### config.mk
export PLATFORM = sky130hd
export DESIGN_NAME = rwc_top
export DESIGN_NICKNAME = d
export VERILOG_FILES = /design/src/core/rwc_pkg.sv /design/src/core/rwc_top.sv
export VERILOG_INCLUDE_DIRS = /design/src /design/src/core
export SDC_FILE = /design/constraint.sdc
export NUM_CORES = 1
export LEC_CHECK = 0
export BUFFER_PORTS_ARGS = -buffer_cell sky130_fd_sc_hd__buf_2
export CELL_PAD_IN_SITES_DETAIL_PLACEMENT = 0
export CELL_PAD_IN_SITES_GLOBAL_PLACEMENT = 1
export CORE_MARGIN = 3
export CORE_UTILIZATION = 44
export DETAILED_ROUTE_END_ITERATION = 8
export GPL_ROUTABILITY_DRIVEN = 0
export PLACE_DENSITY_LB_ADDON = 0.1
export SYNTH_ARGS = -nofsm -noshare
export SYNTH_HDL_FRONTEND = slang
export SYNTH_SLANG_ARGS = --single-unit
### constraint.sdc
create_clock -name clk_sys_in -period 7.6 [get_ports clk_sys_in]
set_input_delay 1.52 -clock clk_sys_in [delete_from_list [all_inputs] [get_ports clk_sys_in]]
set_output_delay 1.52 -clock clk_sys_in [all_outputs]
set_load 0.01 [all_outputs]
### src/core/rwc_cfg.svh
// Constants of the reset and supervisory timer block
`ifndef RWC_CFG_SVH
`define RWC_CFG_SVH
`define RWC_ADDR_W 12
`define RWC_ADDR_CAUSE 12'h000
`define RWC_ADDR_TCTRL 12'h004
`define RWC_ADDR_RESTART 12'h008
`define RWC_CF_TIMER 3
`define RWC_CF_UV 2
`define RWC_CF_PIN 1
`define RWC_CF_SUPPLY 0
`define RWC_CF_W 4
`define RWC_CAUSE_POR 4'h1
`define RWC_TC_IRQF 7
`define RWC_TC_IRQE 6
`define RWC_TC_TS3 5
`define RWC_TC_UNLK 4
`define RWC_TC_EN 3
`define RWC_TC_TSHI 2
`define RWC_TS_W 4
`define RWC_CLK_NS 5
`define RWC_PIN_MIN_NS 2500
`define RWC_PIN_MIN_CYC \
  ((`RWC_PIN_MIN_NS + `RWC_CLK_NS - 1) / `RWC_CLK_NS)
`define RWC_UNLOCK_CYC 4
`define RWC_TO_BASE 2048
`define RWC_TO_MAX_SEL 9
`define RWC_TO_W 21
`define RWC_DLY_BASE_CYC 64
`define RWC_DLY_W 24
`endif

### src/core/rwc_pkg.sv
// Types of the reset and supervisory timer block
`include "rwc_cfg.svh"
package rwc_pkg;
  typedef struct packed {
    logic psel;
    logic penable;
    logic pwrite;
    logic [`RWC_ADDR_W-1:0] paddr;
    logic [31:0] pwdata;
  } rwc_apb_req_s;

  typedef enum logic [1:0] {
    RST_HOLD = 2'b00,
    RST_STRETCH = 2'b01,
    RST_RUN = 2'b11,
    RST_WPULSE = 2'b10
  } rwc_rst_state_e;
endpackage

### src/core/rwc_top.sv
// Reset merge, start-up stretch, cause flags and supervisory timer
//
// How it works
// - Internal reset returns control registers to initial values
// - Any active source forces reset state at once
// - Stretch reset by fuse-selected delay after release
// - Four causes: supply, pin, undervoltage, timer
// - Supply low resets immediately, rise starts delay
// - Long pin low resets, rise starts delay
// - Disable fuse makes reset pin ignored
// - Enabled undervoltage detector resets, recovery starts delay
// - Timer expiry gives one-cycle pulse, then delay
// - Timer, undervoltage, pin flags: set by cause
// - Supply flag cleared only by writing zero
// - Upper four cause bits read zero
// - Timer counts its own slow oscillator cycles
// - Expiry at selected count; restart clears count
// - Interrupt mode raises interrupt, usable for wake
// - Reset mode causes system reset at expiry
// - Combined mode: interrupt first, then reset
// - Always-on fuse forces reset mode
// - Unlock write needs unlock and enable together
// - Protected change only within four cycles
// - Time-out selectable from 16ms to 8s
// - Unlock bit self-clears after four cycles
// - Enable reads one while timer flag set
// - Time-out is 2048 cycles times two per code
// - Interrupt flag cleared by vector or writing one
//
// Local design decisions: the APB slave port and the address map.
`timescale 1ns/1ps
`default_nettype none
`include "rwc_cfg.svh"

module rwc_top #(
  parameter int unsigned DLY_BASE = `RWC_DLY_BASE_CYC,
  parameter int unsigned PIN_MIN = `RWC_PIN_MIN_CYC
) (
  input wire logic clk_sys_in,
  input wire logic rst_n_in,
  input wire logic ce_in,
  input wire rwc_pkg::rwc_apb_req_s apb_in,
  output logic [31:0] apb_prdata_out,
  output logic apb_pready_out,
  output logic apb_pslverr_out,
  input wire logic supply_low_in,
  input wire logic rst_pin_n_in,
  input wire logic pin_reset_disable_fuse_in,
  input wire logic uv_enable_fuse_in,
  input wire logic uv_below_in,
  input wire logic always_on_fuse_in,
  input wire logic [1:0] startup_time_fuse_in,
  input wire logic [1:0] clock_select_fuse_in,
  input wire logic wdt_osc_in,
  input wire logic irq_ack_in,
  output logic internal_reset_out,
  output logic timeout_irq_out
);

  // ----------------------------------------------------------
  // Declarations
  // ----------------------------------------------------------
  localparam int PIN_W = $clog2(PIN_MIN + 1);
  localparam logic [`RWC_DLY_W-1:0] DLY_BASE_V =
    `RWC_DLY_W'(DLY_BASE);
  localparam logic [`RWC_TO_W-1:0] TO_BASE_V =
    `RWC_TO_W'(`RWC_TO_BASE);
  localparam logic [`RWC_TS_W-1:0] TO_MAX_V =
    `RWC_TS_W'(`RWC_TO_MAX_SEL);
  localparam logic [2:0] UNLK_V = 3'(`RWC_UNLOCK_CYC);

  rwc_pkg::rwc_rst_state_e st_q;
  rwc_pkg::rwc_rst_state_e st_d;
  logic [`RWC_DLY_W-1:0] dly_q;
  logic [`RWC_DLY_W-1:0] dly_len;
  logic [PIN_W-1:0] pin_cnt_q;
  logic pin_rst_q;
  logic [`RWC_CF_W-1:0] cause_q;
  logic [`RWC_CF_W-1:0] cause_d;
  logic irqf_q;
  logic irqe_q;
  logic en_q;
  logic [`RWC_TS_W-1:0] tsel_q;
  logic [`RWC_TS_W-1:0] tsel_c;
  logic [2:0] unlk_q;
  logic osc_s1_q;
  logic osc_s2_q;
  logic osc_s3_q;
  logic [`RWC_TO_W-1:0] wcnt_q;
  logic [`RWC_TO_W-1:0] to_lim;
  logic [31:0] prdata_q;
  logic pready_q;
  logic pslverr_q;
  logic rst_out_q;
  logic irq_out_q;

  logic uv_src;
  logic src_any;
  logic apb_acc;
  logic wr_fire;
  logic wr_cause;
  logic wr_tc;
  logic wr_restart;
  logic [7:0] wd;
  logic en_eff;
  logic ie_eff;
  logic tick;
  logic running;
  logic expire;
  logic exp_rst;
  logic exp_irq;
  logic in_run;
  logic unlk_open;

  // ----------------------------------------------------------
  // Source merge and decode
  // ----------------------------------------------------------
  assign uv_src = uv_enable_fuse_in & uv_below_in;
  assign src_any = supply_low_in | pin_rst_q | uv_src;
  assign apb_acc = apb_in.psel & apb_in.penable;
  assign wr_fire = apb_acc & apb_in.pwrite & pready_q;
  assign wr_cause = wr_fire & (apb_in.paddr == `RWC_ADDR_CAUSE);
  assign wr_tc = wr_fire & (apb_in.paddr == `RWC_ADDR_TCTRL);
  assign wr_restart = wr_fire &
    (apb_in.paddr == `RWC_ADDR_RESTART);
  assign wd = apb_in.pwdata[7:0];
  assign in_run = (st_q == rwc_pkg::RST_RUN);
  assign unlk_open = (unlk_q != 3'h0);

  // Enable held by timer flag and fuse
  assign en_eff = en_q | cause_q[`RWC_CF_TIMER] |
    always_on_fuse_in;
  assign ie_eff = irqe_q & ~always_on_fuse_in;

  // ----------------------------------------------------------
  // Oscillator synchroniser and tick
  // ----------------------------------------------------------
  always_ff @(posedge clk_sys_in) begin
    if (!rst_n_in) begin
      osc_s1_q <= 1'b0;
      osc_s2_q <= 1'b0;
      osc_s3_q <= 1'b0;
    end else if (ce_in) begin
      osc_s1_q <= wdt_osc_in;
      osc_s2_q <= osc_s1_q;
      osc_s3_q <= osc_s2_q;
    end
  end

  assign tick = osc_s2_q & ~osc_s3_q;

  // ----------------------------------------------------------
  // Supervisory timer count and expiry
  // ----------------------------------------------------------
  assign tsel_c = (tsel_q > TO_MAX_V) ? TO_MAX_V : tsel_q;
  assign to_lim = TO_BASE_V << tsel_c;
  assign running = (en_eff | ie_eff) & in_run;
  assign expire = running & tick &
    (wcnt_q == to_lim - `RWC_TO_W'(1));
  // Combined mode resets once the flag is still pending
  assign exp_rst = expire & en_eff & (~ie_eff | irqf_q);
  assign exp_irq = expire & ie_eff & ~exp_rst;

  always_ff @(posedge clk_sys_in) begin
    if (!rst_n_in) begin
      wcnt_q <= '0;
    end else if (ce_in) begin
      if (!running || wr_restart) begin
        wcnt_q <= '0;
      end else if (expire) begin
        wcnt_q <= '0;
      end else if (tick) begin
        wcnt_q <= wcnt_q + `RWC_TO_W'(1);
      end
    end
  end

  // ----------------------------------------------------------
  // Reset pin filter
  // ----------------------------------------------------------
  always_ff @(posedge clk_sys_in) begin
    if (!rst_n_in) begin
      pin_cnt_q <= '0;
      pin_rst_q <= 1'b0;
    end else if (ce_in) begin
      if (rst_pin_n_in || pin_reset_disable_fuse_in) begin
        pin_cnt_q <= '0;
        pin_rst_q <= 1'b0;
      end else begin
        if (pin_cnt_q != PIN_W'(PIN_MIN - 1)) begin
          pin_cnt_q <= pin_cnt_q + PIN_W'(1);
        end else begin
          pin_rst_q <= 1'b1;
        end
      end
    end
  end

  // ----------------------------------------------------------
  // Reset sequencer
  // ----------------------------------------------------------
  assign dly_len = DLY_BASE_V <<
    {clock_select_fuse_in, startup_time_fuse_in};

  always_comb begin
    st_d = st_q;
    case (st_q)
      rwc_pkg::RST_HOLD: begin
        if (!src_any) begin
          st_d = rwc_pkg::RST_STRETCH;
        end
      end
      rwc_pkg::RST_STRETCH: begin
        if (src_any) begin
          st_d = rwc_pkg::RST_HOLD;
        end else if (dly_q == dly_len - `RWC_DLY_W'(1)) begin
          st_d = rwc_pkg::RST_RUN;
        end
      end
      rwc_pkg::RST_RUN: begin
        if (src_any) begin
          st_d = rwc_pkg::RST_HOLD;
        end else if (exp_rst) begin
          st_d = rwc_pkg::RST_WPULSE;
        end
      end
      rwc_pkg::RST_WPULSE: begin
        if (src_any) begin
          st_d = rwc_pkg::RST_HOLD;
        end else begin
          st_d = rwc_pkg::RST_STRETCH;
        end
      end
      default: begin
        st_d = rwc_pkg::RST_HOLD;
      end
    endcase
  end

  always_ff @(posedge clk_sys_in) begin
    if (!rst_n_in) begin
      st_q <= rwc_pkg::RST_HOLD;
      rst_out_q <= 1'b1;
    end else if (ce_in) begin
      st_q <= st_d;
      rst_out_q <= (st_d != rwc_pkg::RST_RUN);
    end
  end

  always_ff @(posedge clk_sys_in) begin
    if (!rst_n_in) begin
      dly_q <= '0;
    end else if (ce_in) begin
      if (st_q == rwc_pkg::RST_STRETCH) begin
        dly_q <= dly_q + `RWC_DLY_W'(1);
      end else begin
        dly_q <= '0;
      end
    end
  end

  // ----------------------------------------------------------
  // Reset cause flags
  // ----------------------------------------------------------
  always_comb begin
    cause_d = cause_q;
    if (wr_cause) begin
      cause_d = cause_q & apb_in.pwdata[`RWC_CF_W-1:0];
    end
    // Causes win over a clearing write
    if (pin_rst_q) begin
      cause_d[`RWC_CF_PIN] = 1'b1;
    end
    if (uv_src) begin
      cause_d[`RWC_CF_UV] = 1'b1;
    end
    if (exp_rst) begin
      cause_d[`RWC_CF_TIMER] = 1'b1;
    end
    if (supply_low_in) begin
      cause_d = `RWC_CAUSE_POR;
    end
  end

  always_ff @(posedge clk_sys_in) begin
    if (!rst_n_in) begin
      cause_q <= `RWC_CAUSE_POR;
    end else if (ce_in) begin
      cause_q <= cause_d;
    end
  end

  // ----------------------------------------------------------
  // Timer control and timed unlock
  // ----------------------------------------------------------
  always_ff @(posedge clk_sys_in) begin
    if (!rst_n_in) begin
      en_q <= 1'b0;
      tsel_q <= '0;
      unlk_q <= 3'h0;
    end else if (ce_in) begin
      if (!in_run) begin
        en_q <= 1'b0;
        tsel_q <= '0;
        unlk_q <= 3'h0;
      end else if (wr_tc && wd[`RWC_TC_UNLK] && wd[`RWC_TC_EN]) begin
        en_q <= 1'b1;
        unlk_q <= UNLK_V;
      end else if (wr_tc && unlk_open && !wd[`RWC_TC_UNLK]) begin
        en_q <= wd[`RWC_TC_EN] | cause_q[`RWC_CF_TIMER];
        tsel_q <= {wd[`RWC_TC_TS3],
          wd[`RWC_TC_TSHI:0]};
        unlk_q <= 3'h0;
      end else begin
        if (wr_tc && wd[`RWC_TC_EN]) begin
          en_q <= 1'b1;
        end
        if (unlk_open) begin
          unlk_q <= unlk_q - 3'h1;
        end
      end
    end
  end

  always_ff @(posedge clk_sys_in) begin
    if (!rst_n_in) begin
      irqe_q <= 1'b0;
    end else if (ce_in) begin
      if (!in_run) begin
        irqe_q <= 1'b0;
      end else if (irq_ack_in && en_eff) begin
        irqe_q <= 1'b0;
      end else if (wr_tc) begin
        irqe_q <= wd[`RWC_TC_IRQE];
      end
    end
  end

  always_ff @(posedge clk_sys_in) begin
    if (!rst_n_in) begin
      irqf_q <= 1'b0;
    end else if (ce_in) begin
      if (!in_run) begin
        irqf_q <= 1'b0;
      end else if (exp_irq) begin
        irqf_q <= 1'b1;
      end else if (irq_ack_in ||
                   (wr_tc && wd[`RWC_TC_IRQF])) begin
        irqf_q <= 1'b0;
      end
    end
  end

  // Wake source: registered on the system clock from flag and interrupt enable
  always_ff @(posedge clk_sys_in) begin
    if (!rst_n_in) begin
      irq_out_q <= 1'b0;
    end else if (ce_in) begin
      irq_out_q <= irqf_q & ie_eff;
    end
  end

  // ----------------------------------------------------------
  // APB slave
  // ----------------------------------------------------------
  always_ff @(posedge clk_sys_in) begin
    if (!rst_n_in) begin
      pready_q <= 1'b0;
      pslverr_q <= 1'b0;
      prdata_q <= 32'h0;
    end else if (ce_in) begin
      if (apb_acc && !pready_q) begin
        pready_q <= 1'b1;
        pslverr_q <= 1'b0;
        prdata_q <= 32'h0;
        case (apb_in.paddr)
          `RWC_ADDR_CAUSE: begin
            prdata_q[`RWC_CF_W-1:0] <= cause_q;
          end
          `RWC_ADDR_TCTRL: begin
            prdata_q[7:0] <= {irqf_q, ie_eff, tsel_q[3],
              unlk_open, en_eff, tsel_q[2:0]};
          end
          `RWC_ADDR_RESTART: begin
            prdata_q <= 32'h0;
          end
          default: begin
            pslverr_q <= 1'b1;
          end
        endcase
      end else begin
        pready_q <= 1'b0;
        pslverr_q <= 1'b0;
      end
    end
  end

  assign apb_prdata_out = prdata_q;
  assign apb_pready_out = pready_q;
  assign apb_pslverr_out = pslverr_q;
  assign internal_reset_out = rst_out_q;
  assign timeout_irq_out = irq_out_q;
endmodule

`default_nettype wire

==> summary.md, run 1 <==
| Metric | Value |
|---|---|
| First-pass GRT wire length | `around 22 mm` |
| Worst slew margin | `37.28%` |
| Peak VDD IR | `0.0001094 V` |
| Share of cells above drive strength 1 | `12.15%` |
| Synth Warn # | `0` |
| Required @ worst endpoint | `around 7.8 ns` |
| CTS clk-pin slew, worst paths | `0.06 ns` |
| Final nets | `approximately 790` |
| Cell accounting for the most synthesized area | `dfxtp_1` |
| Multi-input gate area | `3282 sq um` |
| Worst R2R End | `wcnt_q[11]$_SDFFE_PN0P_` |
| Grt total ovfl | `0` |
| Initial antenna violation count | `0` |
| Buffers on Ports | `49` |
| CTS Hold Bufs | `0` |
| Largest cells by area after synthesis | `dfxtp_1 32%, nand3_1 5.3%, nor2_1 5.2%, nand2_1 5.1%, a21oi_1 3.5%` |
| Largest net degree at the start of global routing | `38` |
| Crit. End Element | `register` |
| Worst setup path startpoint | `clock_select_fuse_in[1]` |
| Final setup vio count | `0` |
| CTS tree | `built` |
| Filler cell count | `about 1200` |
| CP peak stage delay | `0.62 ns` |
| GRT Total Usage | `slightly above 20%` |
| Ys async rst share | `0%` |
| DIE AREA | `around 14000 sq um` |
| Clock Path Buffers | `2` |
| Area Overhead vs Synth | `8.537%` |
| Sequential cell area | `1722 sq um` |
| Run status | `finished clean` |
| Clock sinks | `86` |
| Final min period | `4.398 ns` |
| Yosys reg bits | `86` |
| Core Area | `11660 sq um` |
| Setup Crit Path Kind | `in2reg` |
| Worst-Skew Late Latency | `around 0.35 ns` |
| Routed len/inst | `15.00 microns` |
| Cell with the most instances after synthesis | `dfxtp_1` |
| Clk_skew | `about 0.0063 ns` |
| Period utilisation layout | `57.87%` |
| Htree depth | `3` |
| Worst path top cell family by delay | `simple AND/OR/NAND/NOR gates` |
| Die width | `116.4 microns` |
| Core Rows | `39` |
| Number of global-route vias before repair | `4514` |
| Worst hold margin | `between 0.4 and 0.5 ns` |
| Final Core Density | `between 40% and 50%` |
| Yosys cell types | `76` |
| Most frequent CP cell | `or4_1` |
| Worst hold start | `timeout_irq_out$_SDFFE_PN0P_` |
| RSZ-0062 raised after global routing | `no` |
| Crit path arrival time | `4.61 ns` |
| Cell Pwr Density | `around 170 nW/um^2` |
| Post-synth top area share | `32.10%` |
| Number of synthesized flops with an enable pin | `0` |
| CTS Buf Count | `9` |
| Drt first pass iters | `5` |
| Max Slew Vio Count | `0` |
| Hold Path Depth | `2` |
| DRC viols | `0` |
| Cells after Synth | `701` |
| Pre-CTS WS | `2.873 ns` |
| CP Max Fanout | `23` |
| Levels on crit path | `10` |
| Via/cell ratio | `5.735` |
| Avg Cell Area, Syn | `7.652 sq um` |
| CTS resizes | `0` |
| Detailed placement HPWL | `9.078 mm` |
| Post-Synthesis Cell Area | `approximately 5400 sq um` |
| DR iter-0 viols | `roughly 460` |
| Max cap viols | `0` |
| P_leak | `2.093 nW` |
| Reg2Reg Depth | `11` |
| Post-CTS Setup Bufs | `0` |
| CP Buf/Inv Count | `1` |
| Slack of the worst reg-to-reg path | `between 4 and 5 ns` |
| Worst-Margin Slew | `roughly 0.94 ns` |
| Critical path, cell by cell | `buf_2 > or4_4 > ha_1 > or4_1 > a211o_1 > o221ai_2 > nand4_1 > or4_1 > a2bb2oi_1 > o21ai_1` |
| Power Total | `around 0.001 W` |
| Detail Route Antenna Nets | `0` |
| Starting Density | `45.99%` |
| Die height | `116.4 microns` |
| Total I/O pin count | `98` |
| Critical Path Start Type | `input pin` |
| Sum Neg Setup Slack | `0 ns` |
| # diodes | `0` |
| Sequential-to-total area share from yosys stat | `between 30% and 40%` |
| Final hold vios | `0` |
| RR Startpoint | `tsel_q[0]$_SDFFE_PN0P_` |
| Crit path to | `internal_reset_out$_SDFFE_PN1P_` |
| Max frequency | `0.2274 GHz` |
| Final wirelength | `roughly 13 mm` |
| Root Buffer | `clkbuf_16` |
| Commonest cells post-synth | `86 x dfxtp_1, 75 x nor2_1, 73 x nand2_1` |
| CP max-delay cell | `or4_1` |
| Setup ws final | `3.202 ns` |
| Top FF cell, synth | `dfxtp_1` |
| Hold crit path type | `reg2reg` |
| Total number of vias | `4972` |
how the worst min path moves through the flow:
stage / to / slack, ns
2_1_floorplan: irqe_q$_SDFFE_PN0P_ / 0.44
3_3_place_gp: apb_prdata_out[3]$_SDFFE_PN0P_ / 0.45
5_1_grt: timeout_irq_out$_SDFFE_PN0P_ / 0.50
4_1_cts: apb_prdata_out[3]$_SDFFE_PN0P_ / 0.47
3_5_place_dp: apb_prdata_out[3]$_SDFFE_PN0P_ / 0.45
6_report: timeout_irq_out$_SDFFE_PN0P_ / 0.46
metrics by stage:
| step | area [sq um] | instances |
|---|---|---|
| after global placement | 5525 | 852 |
| after floorplan | 5450 | 724 |
| after detailed placement | 5525 | 852 |
| final | 5822 | 867 |
| after CTS | 5822 | 867 |
| after global routing | 5822 | 867 |
sequential cells by signal, indices dropped and copies added, names as in the netlist, 2 cells and up:
| register | flops |
|---|---|
| tsel_q | 4 |
| cause_q | 4 |
| apb_prdata_out | 8 |
| unlk_q | 3 |
| pin_cnt_q | 9 |
| st_q | 2 |
| dly_q | 24 |
| wcnt_q | 21 |
where the power goes:
| part | switching (W) | internal, W | leakage [nW] |
|---|---|---|---|
| clock | 0.000189 | 0.000255 | 0.138 |
| combinational | 0.0000512 | 0.0000244 | 1.26 |
| sequential | 0.00000182 | 0.000453 | 0.694 |
routing by layer:
metal,track usage (%),part of all wire (%),vias up
met2,31.92,46,109
li1,-,-,2521
met4,4.950,0.96,0
met5,0,0,-
met1,28.57,48,2333
met3,4.456,4.4,9
worst reg2reg max path: cells and delay by family (launching register included):
| family | cells | cell delay [ns] |
|---|---|---|
| AO/OA/AOI/OAI | 4 | 0.69 |
| flip-flops | 1 | 0.42 |
| adder cells (fa/ha/maj) | 1 | 0.32 |
| AND/OR/NAND/NOR | 3 | 0.93 |
| XOR/XNOR | 2 | 0.35 |
| buffers and inverters | 1 | 0.25 |
kinds of logic (layout without fill, tap and decap cells):
logic type                 after synthesis  in the layout  synth area share (%)
muxes                                   11             11                 2.169
AOI/OAI and AO/OA                      142            142                 17.63
DFF                                     86             86                 32.10
xor gates and xnor gates                36             36                 5.878
and+or+nand+nor                        332            332                 32.19
buffers and inverters                   86             86                 8.327
adders and majority gates                7              7                 1.633
other                                    1             24               0.06991
cell usage in the layout, fill, tap and decap left out, types with 4 or more instances in the layout:
master     instances
a21o_1             4
a21oi_1           37
a22oi_1            5
a31oi_1           14
a32oi_1            4
and2_1             4
and3_1            12
and4_1             6
buf_2             49
buf_4              4
clkbuf_16          9
conb_1            24
dfxtp_1           86
ha_1               7
inv_1             18
mux2_2             5
mux2i_1            6
nand2_1           73
nand2b_1          12
nand3_1           57
nand4_1           20
nor2_1            75
nor2b_1           10
nor3_1            19
nor3b_1            4
nor4_1             7
o211ai_1           6
o21ai_0           21
o21ai_1           10
or3_1              6
or4_1              5
xnor2_1           16
xor2_1            20
final cells by class:
| cell class | instances | area share (%) |
|---|---|---|
| multi-input combinational | 552 | 56.37 |
| sequential | 86 | 29.57 |
| timing repair buffer | 53 | 4.728 |
| clock buffer | 9 | 3.868 |
| tap | 143 | 3.073 |
| clock inverter | 6 | 1.225 |
| inverter | 18 | 1.161 |
Note: power is estimated with default switching activity, not from simulation.
==> run 2, diff against run 1 <==
- ABC_AREA: unset -> 1
- CORE_UTILIZATION: 44 -> 35
- clock period: 7.6 -> 4 ns (I/O delays scaled with it)
==> summary.md, run 2 <==
| Metric | Value |
|---|---|
| Worst-Skew Late Latency | `0.35 ns (about the same)` |
| Clock sinks | `86 (unchanged)` |
| Power Total | `0.002030 W (+110%)` |
| Crit. End Element | `register` |
| Reg2Reg Depth | `17 (+6)` |
| CP Buf/Inv Count | `3 (+2)` |
| Top reg by flops | `dly_q` |
| Max Slew Vio Count | `0 (unchanged)` |
| Final wirelength | `14.19 mm (+9.1%)` |
| Starting Density | `36.36% (-9.6 points)` |
| Root Buffer | `clkbuf_16` |
| Number of global-route vias before repair | `5001 (+11%)` |
| Cell Pwr Density | `335.6 nW/um^2 (+100%)` |
| Filler cell count | `1620 (+41%)` |
| Max FFs per register | `24 (unchanged)` |
| CTS resizes | `0 (unchanged)` |
| Commonest non-fill, non-tap cell in the layout | `nand2_1` |
| Worst R2R End | `wcnt_q[17]$_SDFFE_PN0P_` |
| CTS clk-pin slew, worst paths | `0.06 ns (about the same)` |
| Final nets | `960 (+22%)` |
| Post-Synthesis Cell Area | `5384 sq um (+0.37%)` |
| CP Max Fanout | `11 (-52%)` |
| Worst hold start | `apb_pslverr_out$_SDFFE_PN0P_` |
| Hold endpoint | `apb_pslverr_out$_SDFFE_PN0P_` |
| Post-CTS Setup Bufs | `0 (unchanged)` |
| Routed len/inst | `13.13 microns (-12%)` |
| Synth Warn # | `0 (unchanged)` |
| Via/cell ratio | `4.901 (-15%)` |
| Yosys reg bits | `86 (unchanged)` |
| Multi-input gate area | `3039 sq um (-7.4%)` |
| Max frequency | `0.3653 GHz` |
| Most frequent CP cell | `nand2_1` |
| Number of synthesized flops with an enable pin | `0 (unchanged)` |
| Setup Crit Path Kind | `in2reg` |
| Core Rows | `44 (+13%)` |
| CP peak stage delay | `0.31 ns (-0.31 ns)` |
| Synth Area in Compound Gates | `13.11% (-4.5 points)` |
| P_leak | `2.616 nW (+25%)` |
| Initial antenna violation count | `0 (unchanged)` |
| Post-synth top area share | `31.98% (-0.12 points)` |
| Largest cells by area after synthesis | `dfxtp_1 32%, nand2_1 13%, inv_1 7.5%, nor2_1 7.3%, nand3_1 5.9%` |
| Detailed placement HPWL | `11.03 mm (+21%)` |
| Avg Cell Area, Syn | `6.356 sq um (-17%)` |
| Worst-Margin Slew | `0.6328 ns (-0.3045 ns)` |
| Largest family of logic cells by synthesized area | `simple AND/OR/NAND/NOR gates` |
| Largest net degree at the start of global routing | `28 (-26%)` |
| CTS Hold Bufs | `0 (unchanged)` |
| Clk_skew | `0.01005 ns (+0.003733 ns)` |
| Slack of the worst reg-to-reg path | `1.53 ns (-3.00 ns)` |
| RR Startpoint | `tsel_q[2]$_SDFFE_PN0P_` |
| Share of cells above drive strength 1 | `10.49% (-1.7 points)` |
| DR iter-0 viols | `278 (-39%)` |
| Post-Synth Simple-Gate Area | `36.14% (+3.9 points)` |
| Worst slew margin | `57.66% (+20 points)` |
| Final setup vio count | `0 (unchanged)` |
| Critical path, cell by cell | `buf_2 > nor2_1 > nand3_1 > ha_1 > nand2_1 > inv_1 > o21ai_0 > inv_1 > nand2_1 > nand2_1 > nor2_1 > nand3_1 > nand2_1 > nand3_1 > nand2_1 > nand2_1` |
| Sequential-to-total area share from yosys stat | `31.98% (-0.12 points)` |
| Run status | `finished clean` |
| Die height | `130.0 microns (+12%)` |
| Die width | `130.0 microns (+12%)` |
| Commonest cells post-synth | `193 x nand2_1, 108 x inv_1, 105 x nor2_1` |
| DRC viols | `0 (unchanged)` |
| Final min period | `between 2 and 3 ns` |
| Biggest regs | `dly_q: 24 flops, wcnt_q: 21 flops, pin_cnt_q: 9 flops` |
| Grt total ovfl | `0 (unchanged)` |
| Cells after Synth | `847 (+21%)` |
| Required @ worst endpoint | `4.23 ns (-3.58 ns)` |
| Period utilisation layout | `68.44%` |
| Drt first pass iters | `4 (-1)` |
| Hold Path Depth | `2 (unchanged)` |
| CTS Buf Count | `9 (unchanged)` |
| Post-Synth XOR/XNOR Area | `3.904% (-2.0 points)` |
| Sum Neg Setup Slack | `0 ns (unchanged)` |
| Total number of vias | `5293 (+6.5%)` |
| Final hold vios | `0 (unchanged)` |
| Max cap viols | `0 (unchanged)` |
| Detail Route Antenna Nets | `0 (unchanged)` |
| GRT Total Usage | `17.50% (-2.9 points)` |
| Adder-Cell Fraction of Synth Area | `1.627% (-0.0061 points)` |
| # diodes | `0 (unchanged)` |
| CTS tree | `built` |
| Cell with the most instances after synthesis | `nand2_1` |
| Top FF cell, synth | `dfxtp_1` |
| Post-synthesis mux area share | `0% (-2.2 points)` |
| Buffers on Ports | `49 (unchanged)` |
| Worst setup path startpoint | `startup_time_fuse_in[1]` |
| Ys async rst share | `0% (unchanged)` |
| Core Area | `14810 sq um (+27%)` |
| Yosys cell types | `42 (-45%)` |
| Hold crit path type | `reg2reg` |
| Worst path top cell family by delay | `simple AND/OR/NAND/NOR gates` |
| Clock Path Buffers | `2 (unchanged)` |
| Total I/O pin count | `98 (unchanged)` |
| CP max-delay cell | `ha_1` |
| Commonest non-fill, non-tap cells in the layout | `193 x nand2_1, 108 x inv_1, 105 x nor2_1` |
| First-pass GRT wire length | `23.58 mm (+6.4%)` |
| Peak VDD IR | `0.0002215 V (+100%)` |
| RSZ-0062 raised after global routing | `no` |
| Area Overhead vs Synth | `12.34%` |
| Htree depth | `3 (unchanged)` |
| Crit path arrival time | `2.97 ns (-1.64 ns)` |
| Critical Path Start Type | `input pin` |
| Cell accounting for the most synthesized area | `dfxtp_1` |
| DIE AREA | `16910 sq um (+25%)` |
| Sequential cell area | `1722 sq um (unchanged)` |
## run 2: report_power, final
group          switching (W)  internal, W  leakage (nW)
clock               0.000371     0.000615         0.164
combinational       0.000114    0.0000525          1.76
sequential        0.00000827     0.000869         0.696
total               0.000493      0.00154          2.62
## run 2: cell families (layout without fill, tap and decap cells)
family / Yosys count / in the layout
compound gates: 127 / 127
flops: 86 / 86
buf+inv: 158 / 184
xor+xnor: 24 / 24
simple gates: 444 / 444
other cells: 1 / 24
fa+ha+maj: 7 / 7
## run 2: cell type report
type	count	area share, %
Clock buffer	10	3.786
Clock inverter	6	1.903
Inverter	114	7.116
Multi-Input combinational cell	626	50.25
Sequential cell	86	28.47
Tap cell	184	3.806
Timing Repair Buffer	54	4.675
## run 2: worst max path at each step
stage          depth (start not counted)  slack [ns]                              end
2_1_floorplan                         16        1.46  internal_reset_out$_SDFFE_PN1P_
3_3_place_gp                          15        0.95  internal_reset_out$_SDFFE_PN1P_
3_5_place_dp                          16        0.90  internal_reset_out$_SDFFE_PN1P_
4_1_cts                               16        1.27  internal_reset_out$_SDFFE_PN1P_
5_1_grt                               16        1.02  internal_reset_out$_SDFFE_PN1P_
6_report                              16        1.26  internal_reset_out$_SDFFE_PN1P_
## run 2: worst min-delay path, delay by kind of cell (launching register included)
kind / cells / cell delay [ns]
flip-flops: 1 / 0.31
AO/OA/AOI/OAI: 1 / 0.06
AND/OR/NAND/NOR: 1 / 0.06
## run 2: routing by layer
layer	up-vias	global-route usage [%]	part of all wire, %
li1	2794	-	-
met1	2414	22.67	49
met2	81	29.42	47
met3	4	4.421	3.5
met4	0	3.912	0.48
met5	-	0	0
## run 2: metrics by stage
stage          setup slack (ns)  util (%)  hold slack (ns)  instance area (sq um)  instances
2_1_floorplan             1.455         -           0.4505                   5470        870
3_3_place_gp             0.9517     38.52           0.4585                   5704       1064
3_5_place_dp             0.9037     38.52           0.4640                   5704       1064
4_1_cts                   1.275     40.84           0.4730                   6048       1080
5_1_grt                   1.019     40.84           0.4980                   6048       1080
6_report                  1.262     40.84           0.4698                   6048       1080
==> run 3, diff against run 2 <==
- CORE_UTILIZATION: 35 -> 39
- clock period: 4 -> 2.8 ns (I/O delays scaled with it)
==> summary.md, run 3 (synthesis results as in run 2) <==
| Metric | Value |
|---|---|
| Critical Path Start Type | `register` |
| Sum Neg Setup Slack | `0 ns (unchanged)` |
| CP max-delay cell | `dfxtp_1` |
| Final min period | `roughly 2.4 ns` |
| Die width | `123.5 microns (-5.0%)` |
| Required @ worst endpoint | `3.03 ns (-1.20 ns)` |
| Worst slew margin | `58.31% (+0.65 points)` |
| Hold endpoint | `osc_s1_q$_SDFFE_PN0P_` |
| Htree depth | `3 (unchanged)` |
| CTS clk-pin slew, worst paths | `0.06 ns (about the same)` |
| Detail Route Antenna Nets | `0 (unchanged)` |
| CTS tree | `built` |
| CP Buf/Inv Count | `2 (-1)` |
| Via/cell ratio | `4.909 (+0.16%)` |
| Detailed placement HPWL | `10.82 mm (-1.9%)` |
| DRC viols | `0 (unchanged)` |
| Number of global-route vias before repair | `4881 (-2.4%)` |
| Run status | `finished clean` |
| Final Core Density | `45.17% (+4.3 points)` |
| Worst R2R End | `wcnt_q[18]$_SDFFE_PN0P_` |
| Critical path, cell by cell | `inv_1 > nand4_1 > ha_1 > inv_1 > nand2_1 > nand2_1 > nand2_1 > nor2_1 > nand2_1 > nor2_1 > nand3_1 > nor2_2 > nand2_1 > nand2_1 > nand2_2 > nand2_4 > nor2_1` |
| Placed cells | `1062 (-0.19%)` |
| Total I/O pin count | `98 (unchanged)` |
| Cell Pwr Density | `447.9 nW/um^2 (+33%)` |
| Area Overhead vs Synth | `11.99%` |
| # diodes | `0 (unchanged)` |
| Max frequency | `about 0.41 GHz` |
| DR iter-0 viols | `288 (+3.6%)` |
| Core Rows | `42 (-4.5%)` |
| Die height | `123.5 microns (-5.0%)` |
| Most frequent CP cell | `nand2_1` |
| CTS Buf Count | `9 (unchanged)` |
| Area after DPL | `5739 sq um (+0.61%)` |
| RR Startpoint | `tsel_q[2]$_SDFFE_PN0P_` |
| RSZ-0062 raised after global routing | `no` |
| Post-CTS Setup Bufs | `0 (unchanged)` |
| Clk_skew | `0.005015 ns (-0.005038 ns)` |
| Final nets | `966 (+0.63%)` |
| Worst path top cell family by delay | `simple AND/OR/NAND/NOR gates` |
| Max Slew Vio Count | `0 (unchanged)` |
| Routed len/inst | `12.92 microns (-1.7%)` |
| Period utilisation layout | `around 86%` |
| Power Total | `0.002701 W (+33%)` |
| Share of cells above drive strength 1 | `10.99% (+0.50 points)` |
| Max FFs per register | `24 (unchanged)` |
| Filler cell count | `1423 (-12%)` |
| Starting Density | `40.34% (+4.0 points)` |
| Peak VDD IR | `0.0002813 V (+27%)` |
| Clock sinks | `86 (unchanged)` |
| DIE AREA | `15250 sq um (-9.8%)` |
| Final setup vio count | `0 (unchanged)` |
| CP Max Fanout | `15 (+4)` |
| Hold Path Depth | `3 (+1)` |
| Worst-Skew Late Latency | `0.35 ns (about the same)` |
| Crit path arrival time | `2.65 ns (-0.32 ns)` |
| Worst hold start | `wdt_osc_in` |
| CTS resizes | `0 (unchanged)` |
| Biggest regs | `dly_q: 24 flops, wcnt_q: 21 flops, pin_cnt_q: 9 flops` |
| Crit. End Element | `register` |
| Max cap viols | `0 (unchanged)` |
| Grt total ovfl | `0 (unchanged)` |
| Largest net degree at the start of global routing | `26 (-7.1%)` |
| Commonest non-fill, non-tap cell in the layout | `nand2_1` |
| Core Area | `13350 sq um (-9.9%)` |
| Drt first pass iters | `5 (+1)` |
| Final Cell Area | `6030 sq um (-0.31%)` |
| CTS Hold Bufs | `0 (unchanged)` |
| GRT Total Usage | `19.08% (+1.6 points)` |
| Hold crit path type | `in2reg` |
| First-pass GRT wire length | `23.18 mm (-1.7%)` |
| Initial antenna violation count | `0 (unchanged)` |
| Root Buffer | `clkbuf_16` |
| Commonest non-fill, non-tap cells in the layout | `193 x nand2_1, 108 x inv_1, 105 x nor2_1` |
| Total number of vias | `5287 (-0.11%)` |
| Buffers on Ports | `49 (unchanged)` |
| Clock Path Buffers | `2 (unchanged)` |
| Setup Crit Path Kind | `reg2reg` |
| Slack of the worst reg-to-reg path | `0.38 ns (-1.15 ns)` |
| Top reg by flops | `dly_q` |
| CP peak stage delay | `0.36 ns (+0.05 ns)` |
| Reg2Reg Depth | `17 (unchanged)` |
| Final wirelength | `13.91 mm (-1.9%)` |
| Non-Filler Instances | `1077 (-0.28%)` |
| Worst-Margin Slew | `0.6231 ns (-0.009674 ns)` |
| Final hold vios | `0 (unchanged)` |
| P_leak | `2.624 nW (+0.29%)` |
==> run 3: cell count changes in the layout (fill, tap and decap cells not counted) <==
| cell | previous run | this run |
|---|---|---|
| bufinv_16 | 3 | 1 |
| clkbuf_8 | 0 | 1 |
| clkinv_2 | 0 | 2 |
| inv_6 | 2 | 0 |
| buf_4 | 5 | 11 |
==> run 3: worst max-delay path by stage <==
stage	cells after the start	endpoint	startpoint
final	17	wcnt_q[18]$_SDFFE_PN0P_	tsel_q[2]$_SDFFE_PN0P_
after floorplan	16	internal_reset_out$_SDFFE_PN1P_	startup_time_fuse_in[1]
after detailed placement	17	internal_reset_out$_SDFFE_PN1P_	clock_select_fuse_in[0]
after global placement	16	internal_reset_out$_SDFFE_PN1P_	clock_select_fuse_in[0]
after global routing	17	wcnt_q[18]$_SDFFE_PN0P_	tsel_q[2]$_SDFFE_PN0P_
after CTS	17	wcnt_q[18]$_SDFFE_PN0P_	tsel_q[2]$_SDFFE_PN0P_
==> run 3: area by class of cell <==
cell class / count / area (sq um) / area share (%)
multi-input combinational: 626 / 3039 / 50.40
sequential: 86 / 1722 / 28.55
inverter: 114 / 430.4 / 7.138
timing repair buffer: 60 / 327.8 / 5.437
clock buffer: 11 / 242.7 / 4.026
tap: 176 / 220.2 / 3.652
clock inverter: 4 / 47.55 / 0.7885
==> run 3: routing by layer <==
metal / vias to the layer above / track usage (%) / share of wire (%)
li1: 2806 / - / -
met4: 0 / 6.713 / 1.6
met1: 2382 / 26.30 / 50
met2: 86 / 30.34 / 45
met5: - / 0 / 0
met3: 13 / 2.928 / 3.6
==> run 3: where the power goes <==
| part | leakage [nW] | switching, W | internal [W] |
|---|---|---|---|
| combinational | 1.79 | 0.000162 | 0.0000798 |
| clock | 0.141 | 0.000498 | 0.000708 |
| sequential | 0.696 | 0.0000115 | 0.00124 |
| total | 2.62 | 0.000671 | 0.00203 |
==> run 3: metrics by stage <==
stage                     setup slack [ns]  hold slack [ns]
after floorplan                     0.4954           0.4505
after detailed placement            0.1425           0.4563
after global routing               0.06681           0.4596
final                               0.3812           0.4619
after CTS                           0.3745           0.4508
after global placement              0.1417           0.4578
==> run 3: worst min-delay path, cell delays in order <==
cell and delay (ns):
buf_2 0.09, nor2_1 0.04, nor2_1 0.08
